[src/csf_consts.svh]
// Offsets, field positions, reset values and counts of the CPU status flag block
`ifndef CSF_CONSTS_SVH
`define CSF_CONSTS_SVH
`define CSF_OFF_FLAGS 12'h000
`define CSF_OFF_IRQ_STAT 12'h004
`define CSF_OFF_IRQ_MASK 12'h008
`define CSF_BIT_C 0
`define CSF_BIT_AC 1
`define CSF_BIT_Z 2
`define CSF_BIT_OV 3
`define CSF_BIT_PD 4
`define CSF_BIT_TO 5
`define CSF_BIT_CZ 6
`define CSF_BIT_SC 7
`define CSF_FLAGS_RST 8'h00
`define CSF_SYS_MASK 8'h30
`define CSF_IRQ_WD 0
`define CSF_IRQ_HALT 1
`define CSF_IRQ_W 2
`endif

[src/csf_pkg.sv]
// Types of the CPU status flag block
package csf_pkg;
    typedef enum logic [2:0] {
        CSF_OP_NONE = 3'b000,
        CSF_OP_ADD = 3'b001,
        CSF_OP_SUB = 3'b010,
        CSF_OP_SBC = 3'b011,
        CSF_OP_LOGIC = 3'b100
    } csf_op_t;
    typedef struct packed {
        logic valid;
        csf_op_t op;
        logic [7:0] result;
        logic carryOut;
        logic carryIntoMsb;
        logic nibbleCarry;
    } csf_alu_t;
    typedef struct packed {
        logic watchdogTimeout;
        logic watchdogClear;
        logic halt;
    } csf_sys_t;
endpackage

[src/csf_status_flags.sv]
// CPU status flag register with APB access and event interrupt
// What this block does
// - A subtract-without-borrow loads the compound-zero flag with the new zero flag.
// - A subtract-with-borrow sets compound-zero to its old value ANDed with the new zero.
// - Every other instruction leaves the compound-zero flag unchanged.
// - Watchdog time-out flag (bit 5) clears at power-up, watchdog clear or halt; sets on time-out.
// - The power-down flag (bit 4) sets when halt executes.
// - Overflow (bit 3) is carry into the MSB XOR carry out of it.
// - Zero (bit 2) is set when the result is zero and cleared otherwise.
// - Carry (bit 0) is the adder carry out, meaning no borrow for subtraction.
// - The power-down flag clears at power-up and on watchdog clear.
// - Auxiliary carry is the low nibble carry, meaning no nibble borrow for subtraction.
// - Software writes never change the time-out and power-down bits.
// - Sign-XOR flag is the new overflow XOR the result MSB.
`timescale 1ns/1ps
`include "csf_consts.svh"
module csf_status_flags (
    input wire logic clk_sys, // System clock, 100 MHz
    input wire logic resetn, // Asynchronous reset, active low
    input wire csf_pkg::csf_alu_t aluIn, // ALU result and class
    input wire csf_pkg::csf_sys_t sysIn, // System events
    input wire logic psel, // APB select
    input wire logic penable, // APB enable
    input wire logic pwrite, // APB direction
    input wire logic [11:0] paddr, // APB byte address
    input wire logic [31:0] pwdata, // APB write data
    input wire logic [3:0] pstrb, // APB byte strobes
    output logic [31:0] prdata, // APB read data
    output logic pready, // APB ready
    output logic pslverr, // APB error on unmapped address
    output logic [7:0] cpuFlags, // Current flag byte
    output logic irq // Level interrupt
);
    logic [7:0] flags_r;
    logic [`CSF_IRQ_W-1:0] irqStat_r;
    logic [`CSF_IRQ_W-1:0] irqMask_r;
    logic [31:0] prdata_r;
    logic pslverr_r;
    logic apbWr;
    logic apbRd;
    logic zeroNew;
    logic ovNew;
    logic [7:0] flags_nxt;

    function automatic logic isMapped(input logic [11:0] a);
        return a == `CSF_OFF_FLAGS || a == `CSF_OFF_IRQ_STAT || a == `CSF_OFF_IRQ_MASK;
    endfunction

    ////////////////////////////////////////////////////////////////////////////////
    assign apbWr = psel && penable && pwrite && pstrb[0];
    assign apbRd = psel && penable && !pwrite;
    assign pready = 1'b1;
    assign prdata = prdata_r;
    assign pslverr = pslverr_r;
    assign cpuFlags = flags_r;

    ////////////////////////////////////////////////////////////////////////////////
    assign zeroNew = aluIn.result == 8'h00;
    assign ovNew = aluIn.carryIntoMsb ^ aluIn.carryOut;

    always_comb
    begin
        flags_nxt = flags_r;
        // Software write first, so a same-cycle ALU update overrides it
        if (apbWr && paddr == `CSF_OFF_FLAGS)
            flags_nxt = (pwdata[7:0] & ~`CSF_SYS_MASK) | (flags_r & `CSF_SYS_MASK);
        if (aluIn.valid && aluIn.op != csf_pkg::CSF_OP_NONE)
        begin
            flags_nxt[`CSF_BIT_Z] = zeroNew;
            flags_nxt[`CSF_BIT_SC] = ovNew ^ aluIn.result[7];
            if (aluIn.op != csf_pkg::CSF_OP_LOGIC)
            begin
                flags_nxt[`CSF_BIT_C] = aluIn.carryOut;
                flags_nxt[`CSF_BIT_AC] = aluIn.nibbleCarry;
                flags_nxt[`CSF_BIT_OV] = ovNew;
            end
            unique case (aluIn.op)
                csf_pkg::CSF_OP_SUB: flags_nxt[`CSF_BIT_CZ] = zeroNew;
                csf_pkg::CSF_OP_SBC: flags_nxt[`CSF_BIT_CZ] = flags_r[`CSF_BIT_CZ] & zeroNew;
                default: flags_nxt[`CSF_BIT_CZ] = flags_r[`CSF_BIT_CZ];
            endcase
        end
        // Time-out has priority over a same-cycle clear so the event is not lost
        if (sysIn.watchdogClear || sysIn.halt)
            flags_nxt[`CSF_BIT_TO] = 1'b0;
        if (sysIn.watchdogTimeout)
            flags_nxt[`CSF_BIT_TO] = 1'b1;
        if (sysIn.watchdogClear)
            flags_nxt[`CSF_BIT_PD] = 1'b0;
        if (sysIn.halt)
            flags_nxt[`CSF_BIT_PD] = 1'b1;
    end

    always_ff @(posedge clk_sys or negedge resetn)
    begin
        if (!resetn)
            flags_r <= `CSF_FLAGS_RST;
        else
            flags_r <= flags_nxt;
    end

    ////////////////////////////////////////////////////////////////////////////////
    // Interrupt status: set wins over write-one-to-clear
    always_ff @(posedge clk_sys or negedge resetn)
    begin
        if (!resetn)
            irqStat_r <= '0;
        else
        begin
            logic [`CSF_IRQ_W-1:0] clr;
            logic [`CSF_IRQ_W-1:0] set;
            clr = '0;
            set = '0;
            if (apbWr && paddr == `CSF_OFF_IRQ_STAT)
                clr = pwdata[`CSF_IRQ_W-1:0];
            set[`CSF_IRQ_WD] = sysIn.watchdogTimeout;
            set[`CSF_IRQ_HALT] = sysIn.halt;
            irqStat_r <= (irqStat_r & ~clr) | set;
        end
    end

    always_ff @(posedge clk_sys or negedge resetn)
    begin
        if (!resetn)
            irqMask_r <= '0;
        else if (apbWr && paddr == `CSF_OFF_IRQ_MASK)
            irqMask_r <= pwdata[`CSF_IRQ_W-1:0];
    end

    assign irq = |(irqStat_r & irqMask_r);

    ////////////////////////////////////////////////////////////////////////////////
    always_ff @(posedge clk_sys or negedge resetn)
    begin
        if (!resetn)
        begin
            prdata_r <= 32'h0000_0000;
            pslverr_r <= 1'b0;
        end
        else
        begin
            pslverr_r <= psel && !penable && !isMapped(paddr);
            prdata_r <= 32'h0000_0000;
            if (psel && !penable && !pwrite)
            begin
                unique case (paddr)
                    `CSF_OFF_FLAGS: prdata_r <= {24'h000000, flags_r};
                    `CSF_OFF_IRQ_STAT: prdata_r <= {30'h0, irqStat_r};
                    `CSF_OFF_IRQ_MASK: prdata_r <= {30'h0, irqMask_r};
                    default: prdata_r <= 32'h0000_0000;
                endcase
            end
        end
    end

    ////////////////////////////////////////////////////////////////////////////////
    a_cz_sub_copy: assert property (@(posedge clk_sys) disable iff (!resetn)
        aluIn.valid && aluIn.op == csf_pkg::CSF_OP_SUB && !sysIn.halt
        |=> flags_r[`CSF_BIT_CZ] == $past(zeroNew))
        else $error("compound zero not equal to zero after subtract");
    a_cz_sbc_and: assert property (@(posedge clk_sys) disable iff (!resetn)
        aluIn.valid && aluIn.op == csf_pkg::CSF_OP_SBC
        |=> flags_r[`CSF_BIT_CZ] == ($past(flags_r[`CSF_BIT_CZ]) & $past(zeroNew)))
        else $error("compound zero not ANDed on subtract with borrow");
    a_cz_hold_other: assert property (@(posedge clk_sys) disable iff (!resetn)
        !(aluIn.valid && (aluIn.op == csf_pkg::CSF_OP_SUB || aluIn.op == csf_pkg::CSF_OP_SBC))
        && !(apbWr && paddr == `CSF_OFF_FLAGS) |=> $stable(flags_r[`CSF_BIT_CZ]))
        else $error("compound zero changed by other instruction");
    a_to_events: assert property (@(posedge clk_sys) disable iff (!resetn)
        sysIn.watchdogTimeout |=> flags_r[`CSF_BIT_TO])
        else $error("time-out flag not set on time-out");
    a_to_clear: assert property (@(posedge clk_sys) disable iff (!resetn)
        (sysIn.watchdogClear || sysIn.halt) && !sysIn.watchdogTimeout |=> !flags_r[`CSF_BIT_TO])
        else $error("time-out flag not cleared");
    a_pd_halt: assert property (@(posedge clk_sys) disable iff (!resetn)
        sysIn.halt |=> flags_r[`CSF_BIT_PD])
        else $error("power-down flag not set on halt");
    a_pd_clear: assert property (@(posedge clk_sys) disable iff (!resetn)
        sysIn.watchdogClear && !sysIn.halt |=> !flags_r[`CSF_BIT_PD])
        else $error("power-down flag not cleared");
    a_ov_zero_c: assert property (@(posedge clk_sys) disable iff (!resetn)
        aluIn.valid && aluIn.op == csf_pkg::CSF_OP_ADD |=> flags_r[`CSF_BIT_OV] == $past(ovNew)
        && flags_r[`CSF_BIT_Z] == $past(zeroNew) && flags_r[`CSF_BIT_C] == $past(aluIn.carryOut))
        else $error("arithmetic flags wrong after add");
    a_ac_sc_flags: assert property (@(posedge clk_sys) disable iff (!resetn)
        aluIn.valid && aluIn.op == csf_pkg::CSF_OP_SUB |=>
        flags_r[`CSF_BIT_AC] == $past(aluIn.nibbleCarry)
        && flags_r[`CSF_BIT_SC] == ($past(ovNew) ^ $past(aluIn.result[7])))
        else $error("aux carry or sign flag wrong");
    a_sys_wr_ignored: assert property (@(posedge clk_sys) disable iff (!resetn)
        apbWr && paddr == `CSF_OFF_FLAGS && !sysIn.halt && !sysIn.watchdogClear
        && !sysIn.watchdogTimeout |=> $stable(flags_r[5:4]))
        else $error("software changed system flags");
    c_sbc_chain: cover property (@(posedge clk_sys) disable iff (!resetn)
        aluIn.valid && aluIn.op == csf_pkg::CSF_OP_SUB ##1 aluIn.valid && aluIn.op == csf_pkg::CSF_OP_SBC);
    c_halt: cover property (@(posedge clk_sys) disable iff (!resetn) sysIn.halt ##1 irq);
    c_timeout_clear: cover property (@(posedge clk_sys) disable iff (!resetn)
        sysIn.watchdogTimeout ##[1:5] sysIn.watchdogClear);
    c_sw_write: cover property (@(posedge clk_sys) disable iff (!resetn)
        apbWr && paddr == `CSF_OFF_FLAGS);

    a_logic_z_sc: assert property (@(posedge clk_sys) disable iff (!resetn)
        aluIn.valid && aluIn.op == csf_pkg::CSF_OP_LOGIC |=> flags_r[`CSF_BIT_Z] == $past(zeroNew)
        && flags_r[`CSF_BIT_SC] == ($past(ovNew) ^ $past(aluIn.result[7])))
        else $error("zero or sign flag wrong after logic op");

    a_logic_keeps_c: assert property (@(posedge clk_sys) disable iff (!resetn)
        aluIn.valid && aluIn.op == csf_pkg::CSF_OP_LOGIC && !(apbWr && paddr == `CSF_OFF_FLAGS)
        |=> $stable(flags_r[1:0]) && $stable(flags_r[`CSF_BIT_OV]))
        else $error("logic op changed carry flags");

    a_sub_arith: assert property (@(posedge clk_sys) disable iff (!resetn)
        aluIn.valid && aluIn.op == csf_pkg::CSF_OP_SUB |=> flags_r[`CSF_BIT_OV] == $past(ovNew)
        && flags_r[`CSF_BIT_Z] == $past(zeroNew) && flags_r[`CSF_BIT_C] == $past(aluIn.carryOut))
        else $error("arithmetic flags wrong after subtract");

    a_sbc_arith: assert property (@(posedge clk_sys) disable iff (!resetn)
        aluIn.valid && aluIn.op == csf_pkg::CSF_OP_SBC |=> flags_r[`CSF_BIT_OV] == $past(ovNew)
        && flags_r[`CSF_BIT_C] == $past(aluIn.carryOut)
        && flags_r[`CSF_BIT_AC] == $past(aluIn.nibbleCarry))
        else $error("carry flags wrong after subtract with borrow");

    a_sbc_z_sc: assert property (@(posedge clk_sys) disable iff (!resetn)
        aluIn.valid && aluIn.op == csf_pkg::CSF_OP_SBC |=> flags_r[`CSF_BIT_Z] == $past(zeroNew)
        && flags_r[`CSF_BIT_SC] == ($past(ovNew) ^ $past(aluIn.result[7])))
        else $error("zero or sign flag wrong after subtract with borrow");

    a_add_ac_sc: assert property (@(posedge clk_sys) disable iff (!resetn)
        aluIn.valid && aluIn.op == csf_pkg::CSF_OP_ADD |=> flags_r[`CSF_BIT_AC] == $past(aluIn.nibbleCarry)
        && flags_r[`CSF_BIT_SC] == ($past(ovNew) ^ $past(aluIn.result[7])))
        else $error("aux carry or sign flag wrong after add");

    a_cz_add_hold: assert property (@(posedge clk_sys) disable iff (!resetn)
        aluIn.valid && aluIn.op == csf_pkg::CSF_OP_ADD && !(apbWr && paddr == `CSF_OFF_FLAGS)
        |=> $stable(flags_r[`CSF_BIT_CZ]))
        else $error("compound zero changed by add");

    a_sw_wr_low: assert property (@(posedge clk_sys) disable iff (!resetn)
        apbWr && paddr == `CSF_OFF_FLAGS && !(aluIn.valid && aluIn.op != csf_pkg::CSF_OP_NONE)
        |=> flags_r[7:6] == $past(pwdata[7:6]) && flags_r[3:0] == $past(pwdata[3:0]))
        else $error("software write to flags not taken");

    a_to_wins: assert property (@(posedge clk_sys) disable iff (!resetn)
        sysIn.watchdogTimeout && (sysIn.watchdogClear || sysIn.halt)
        |=> flags_r[`CSF_BIT_TO])
        else $error("time-out lost to same-cycle clear");

    a_pd_halt_wins: assert property (@(posedge clk_sys) disable iff (!resetn)
        sysIn.halt && sysIn.watchdogClear
        |=> flags_r[`CSF_BIT_PD])
        else $error("power-down lost to same-cycle clear");

    a_sys_hold: assert property (@(posedge clk_sys) disable iff (!resetn)
        !sysIn.watchdogTimeout && !sysIn.watchdogClear && !sysIn.halt
        |=> $stable(flags_r[5:4]))
        else $error("system flags changed without event");

    a_stat_wd_set: assert property (@(posedge clk_sys) disable iff (!resetn)
        sysIn.watchdogTimeout
        |=> irqStat_r[`CSF_IRQ_WD])
        else $error("time-out status bit not set");

    a_stat_halt_set: assert property (@(posedge clk_sys) disable iff (!resetn)
        sysIn.halt
        |=> irqStat_r[`CSF_IRQ_HALT])
        else $error("halt status bit not set");

    a_stat_w1c: assert property (@(posedge clk_sys) disable iff (!resetn)
        apbWr && paddr == `CSF_OFF_IRQ_STAT && pwdata[`CSF_IRQ_WD] && !sysIn.watchdogTimeout
        |=> !irqStat_r[`CSF_IRQ_WD])
        else $error("status bit not cleared by writing one");

    a_stat_hold: assert property (@(posedge clk_sys) disable iff (!resetn)
        !sysIn.watchdogTimeout && !sysIn.halt && !(apbWr && paddr == `CSF_OFF_IRQ_STAT)
        |=> $stable(irqStat_r))
        else $error("status changed without event or clear");

    a_mask_write: assert property (@(posedge clk_sys) disable iff (!resetn)
        apbWr && paddr == `CSF_OFF_IRQ_MASK
        |=> irqMask_r == $past(pwdata[`CSF_IRQ_W-1:0]))
        else $error("mask write not taken");

    a_rd_flags: assert property (@(posedge clk_sys) disable iff (!resetn)
        psel && !penable && !pwrite && paddr == `CSF_OFF_FLAGS
        |=> prdata == {24'h000000, $past(flags_r)})
        else $error("read data of flag register wrong");

    a_rd_idle: assert property (@(posedge clk_sys) disable iff (!resetn)
        !(psel && !penable && !pwrite)
        |=> prdata == 32'h0000_0000)
        else $error("read data not zero outside a read");

    a_err_unmapped: assert property (@(posedge clk_sys) disable iff (!resetn)
        psel && !penable && !isMapped(paddr)
        |=> pslverr)
        else $error("no error on unmapped address");

    a_err_mapped: assert property (@(posedge clk_sys) disable iff (!resetn)
        psel && !penable && isMapped(paddr)
        |=> !pslverr)
        else $error("error on mapped address");
endmodule

[config.mk]
export PLATFORM = sky130hd
export DESIGN_NAME = csf_status_flags
export DESIGN_NICKNAME = d
export VERILOG_FILES = /design/src/csf_pkg.sv /design/src/csf_status_flags.sv
export VERILOG_INCLUDE_DIRS = /design/src /design/src/src
export SDC_FILE = /design/constraint.sdc
export NUM_CORES = 1
export LEC_CHECK = 0
export BUFFER_PORTS_ARGS = -buffer_cell sky130_fd_sc_hd__buf_2
export CAP_MARGIN = 20
export CORE_ASPECT_RATIO = 0.6
export CORE_UTILIZATION = 37
export CTS_BUF_LIST = sky130_fd_sc_hd__clkbuf_16
export CTS_CLUSTER_SIZE = 14
export DETAILED_ROUTE_END_ITERATION = 16
export GPL_TIMING_DRIVEN = 0
export PLACE_DENSITY = 0.87
export SYNTH_ARGS = -nofsm -noshare
export SYNTH_HDL_FRONTEND = slang
export SYNTH_SLANG_ARGS = --single-unit
[constraint.sdc]
create_clock -name clk_sys -period 1.1 [get_ports clk_sys]
set_clock_uncertainty 0.2 [all_clocks]
set_input_delay 0.11 -clock clk_sys [delete_from_list [all_inputs] [get_ports clk_sys]]
set_output_delay 0.11 -clock clk_sys [all_outputs]
set_load 0.1 [all_outputs]
==> reports/summary.txt <==
first drt pass iteration count - 4
maxcap violations - 0
initial antenna violation count - 0
fmax - 576 MHz
Finished Cell Area - 2360 µm²
maximum number of pins on one net before global-route repair - 22
Synth area leader - dfrtp_1
maximum vdd drop - 0.859 mV
Core Area - 3020 µm²
post-synthesis cell count - 123
gr usage total - 19.3%
TritonCTS Buffers - 3
critical path data arrival time - 1.67 ns
# diodes - 0
Reg clk slew, reported paths - 0.05 ns
Final Hold Viols - 2
Cells on Worst Hold Path - 4
Post-route DRC - 0
# rows - 15
chip width - 76.7 µm
library cells used by synthesis - 34
Critical Path Max Stage Delay - 0.58 ns
async set-or-reset flop fraction in the synthesized netlist - 100%
worst-margin pin slew - 0.559 ns
final worst slack - -0.636 ns
Placed Area - 1740 µm²
via count - 1199
gpl congestion - 0.804
# H-tree levels - 1
Mapped Area - 1240 µm²
Nets - 306
kind of critical path - in -> reg
Worst Setup End Kind - flop
remaining global-route overflow - 0
HP Start - aluIn[10]
Synth top cells by count - buf_4 (25), dfrtp_1 (21), and2_1 (8), mux2i_1 (8), nor2_1 (7)
RSZ-0062 raised after global routing - yes
R2R Path End - prdata[0]$_DFF_PN0_
sequential area share after synthesis - 42.4%
vias in the first global route - 1074
Logic pwr share - 41.1%
Period minus WS final - 1.74 ns
syn avg cell area - 10.1 µm²
TNS Setup - -11.60 ns
CP cell instances - buf_6 -> or4_4 -> buf_12 -> nor4_2 -> and3b_2 -> mux2_4
DP Wirelength - 2270 µm
top-count cell post-synth - buf_4
Leak - 1.17 nW
Synth top area share - 42.4%
Bufs on Longest Clock Path - 2
Seq cells post-synth - 21
# IOs - 114
CP max FO - 3
Net Sw Power - 0.00108 W
Clock power frac - 27.6%
clk root buf - clkbuf_16
predominant post-synthesis flop cell - dfrtp_1
DIE AREA - 3590 µm²
switch share - 39.4%
yosys warns - 0
Critical Path RT - 1.04 ns
Internal - 0.00166 W
reg-to-reg critical path startpoint - irqMask_r[0]$_DFFE_PN0P_
CTS tree - built
Critical Path Slowest Stage Cell - or4_4
part of the power in registers - 31.2%
clk sink count - 21
Non-Filler Instances - 276
die height - 46.8 µm
area growth from synthesis to layout - 90.6%
Startpoint Class - input port
EDFF count, synth - 0
crit share post-route - 158%
PD cells - 1160 nW/µm²
fin. max-slew vios - 0
status - finished, violations left
violations in the final reports - hold timing, setup timing
Min-Delay Endpoint - cpuFlags[7]$_DFFE_PN0P_
share of post-route cells with drive strength above 1 - 56.4%
R2R depth - 4
final setup fails - 37
initial core utilization - 41.0%
clk_lat worst skew - 0.25 ns
reg2reg setup slack - -0.10 ns
final design utilization - 78.1%
Starting DRT DRC Count - 43
antenna-violating nets left - 0
Slew Limit Headroom - 62.4%
drt total wl - 3510 µm
dominant cells by area after synthesis - dfrtp_1 (42%), buf_4 (15%), mux2i_1 (6.5%)
first-pass GRT wire length - 5100 µm
vias per cell - 4.34
Port Buffers - 58
placed cell count - 246
Min-Delay Path Class - in -> reg
Hold Slack - -0.0128 ns
wire per inst - 12.7 µm
stage by stage:
step,setup slack [ns],total power [W]
finish,-0.636,0.00273
floorplan,-0.741,0.00161
detailed placement,-1.06,0.00176
CTS,-0.561,0.00271
global route,-0.671,0.00283
global placement,-1.02,0.00176
sequential cells by signal, indices dropped and copies added, names as in the netlist:
register and count:
pslverr 1, cpuFlags 8, prdata 8, irqMask_r 2, irqStat_r 2
layout make-up:
| class | count | area (µm²) |
|---|---|---|
| tap | 42 | 52.6 |
| buffer | 26 | 201 |
| timing repair buffer | 86 | 818 |
| fill | 185 | 661 |
| sequential | 21 | 552 |
| clock buffer | 3 | 75.1 |
| multi-input combinational | 95 | 651 |
| inverter | 2 | 7.51 |
| clock inverter | 1 | 3.75 |
routing by layer:
layer  vias to the layer above  track usage (%)  part of all wire (%)
li1                        598                -                     -
met1                       541             22.7                    41
met2                        56             36.1                    51
met3                         4             5.44                   6.6
met4                         0             5.77                  0.57
met5                         -                0                     0
cell families after synthesis:
logic type / after synthesis / share of synthesized area, %
other: 2 / 0.606
AOI/OAI and AO/OA: 19 / 9.70
buffers and inverters: 30 / 17.7
DFF: 21 / 42.4
and+or+nand+nor: 39 / 19.9
xor gates and xnor gates: 2 / 1.41
muxes: 10 / 8.28
critical path: cells and delay by family:
| family | cells | cell delay [ns] |
|---|---|---|
| mux | 1 | 0.30 |
| buf+inv | 2 | 0.25 |
| simple gates | 3 | 1.01 |
worst max-delay path by stage:
stage          startpoint                        to  slack, ns  cells past startpoint
2_1_floorplan    paddr[5]   cpuFlags[2]$_DFFE_PN0P_      -0.74                      5
3_3_place_gp     paddr[9]       prdata[2]$_DFF_PN0_      -1.02                      6
3_5_place_dp     paddr[9]       prdata[6]$_DFF_PN0_      -1.06                      6
4_1_cts          paddr[5]  irqMask_r[0]$_DFFE_PN0P_      -0.56                      5
5_1_grt          paddr[1]   cpuFlags[2]$_DFFE_PN0P_      -0.67                      6
6_report         paddr[5]  irqMask_r[0]$_DFFE_PN0P_      -0.64                      6
placed cells by master, fill, tap and decap left out, types with 2 or more instances in the layout:
master,instances
buf_2,35
buf_12,11
dlygate4sd3_1,16
a21oi_1,6
nor2_1,7
buf_6,10
and2_1,7
buf_8,6
or4_1,2
nand2_1,4
clkbuf_16,3
nand3_1,2
nor4_4,2
mux2i_1,7
buf_4,33
inv_1,3
mux2_4,2
dfrtp_2,15
a21o_1,4
xor2_1,2
dfrtp_1,4
o21ai_0,3
dfrtp_4,2
or4_4,3
conb_1,25
nor2b_1,2
power groups by stage:
stage          logic (W)  registers, W  clock network [W]
6_report         0.00112      0.000853           0.000755
4_1_cts          0.00109      0.000850           0.000768
3_5_place_dp    0.000916      0.000848                  0
2_1_floorplan   0.000535       0.00107                  0
5_1_grt          0.00117      0.000856           0.000808
3_3_place_gp    0.000910      0.000847                  0
what timing repair did:
item,in CTS,in global routing
setup endpoints to repair,37,39
gates resized for setup,65,11
endpoints found under the hold margin,34,0
hold buffers,16,0
pin swaps,7,8
setup buffers,9,4
Note: power is estimated with default switching activity, not from simulation.
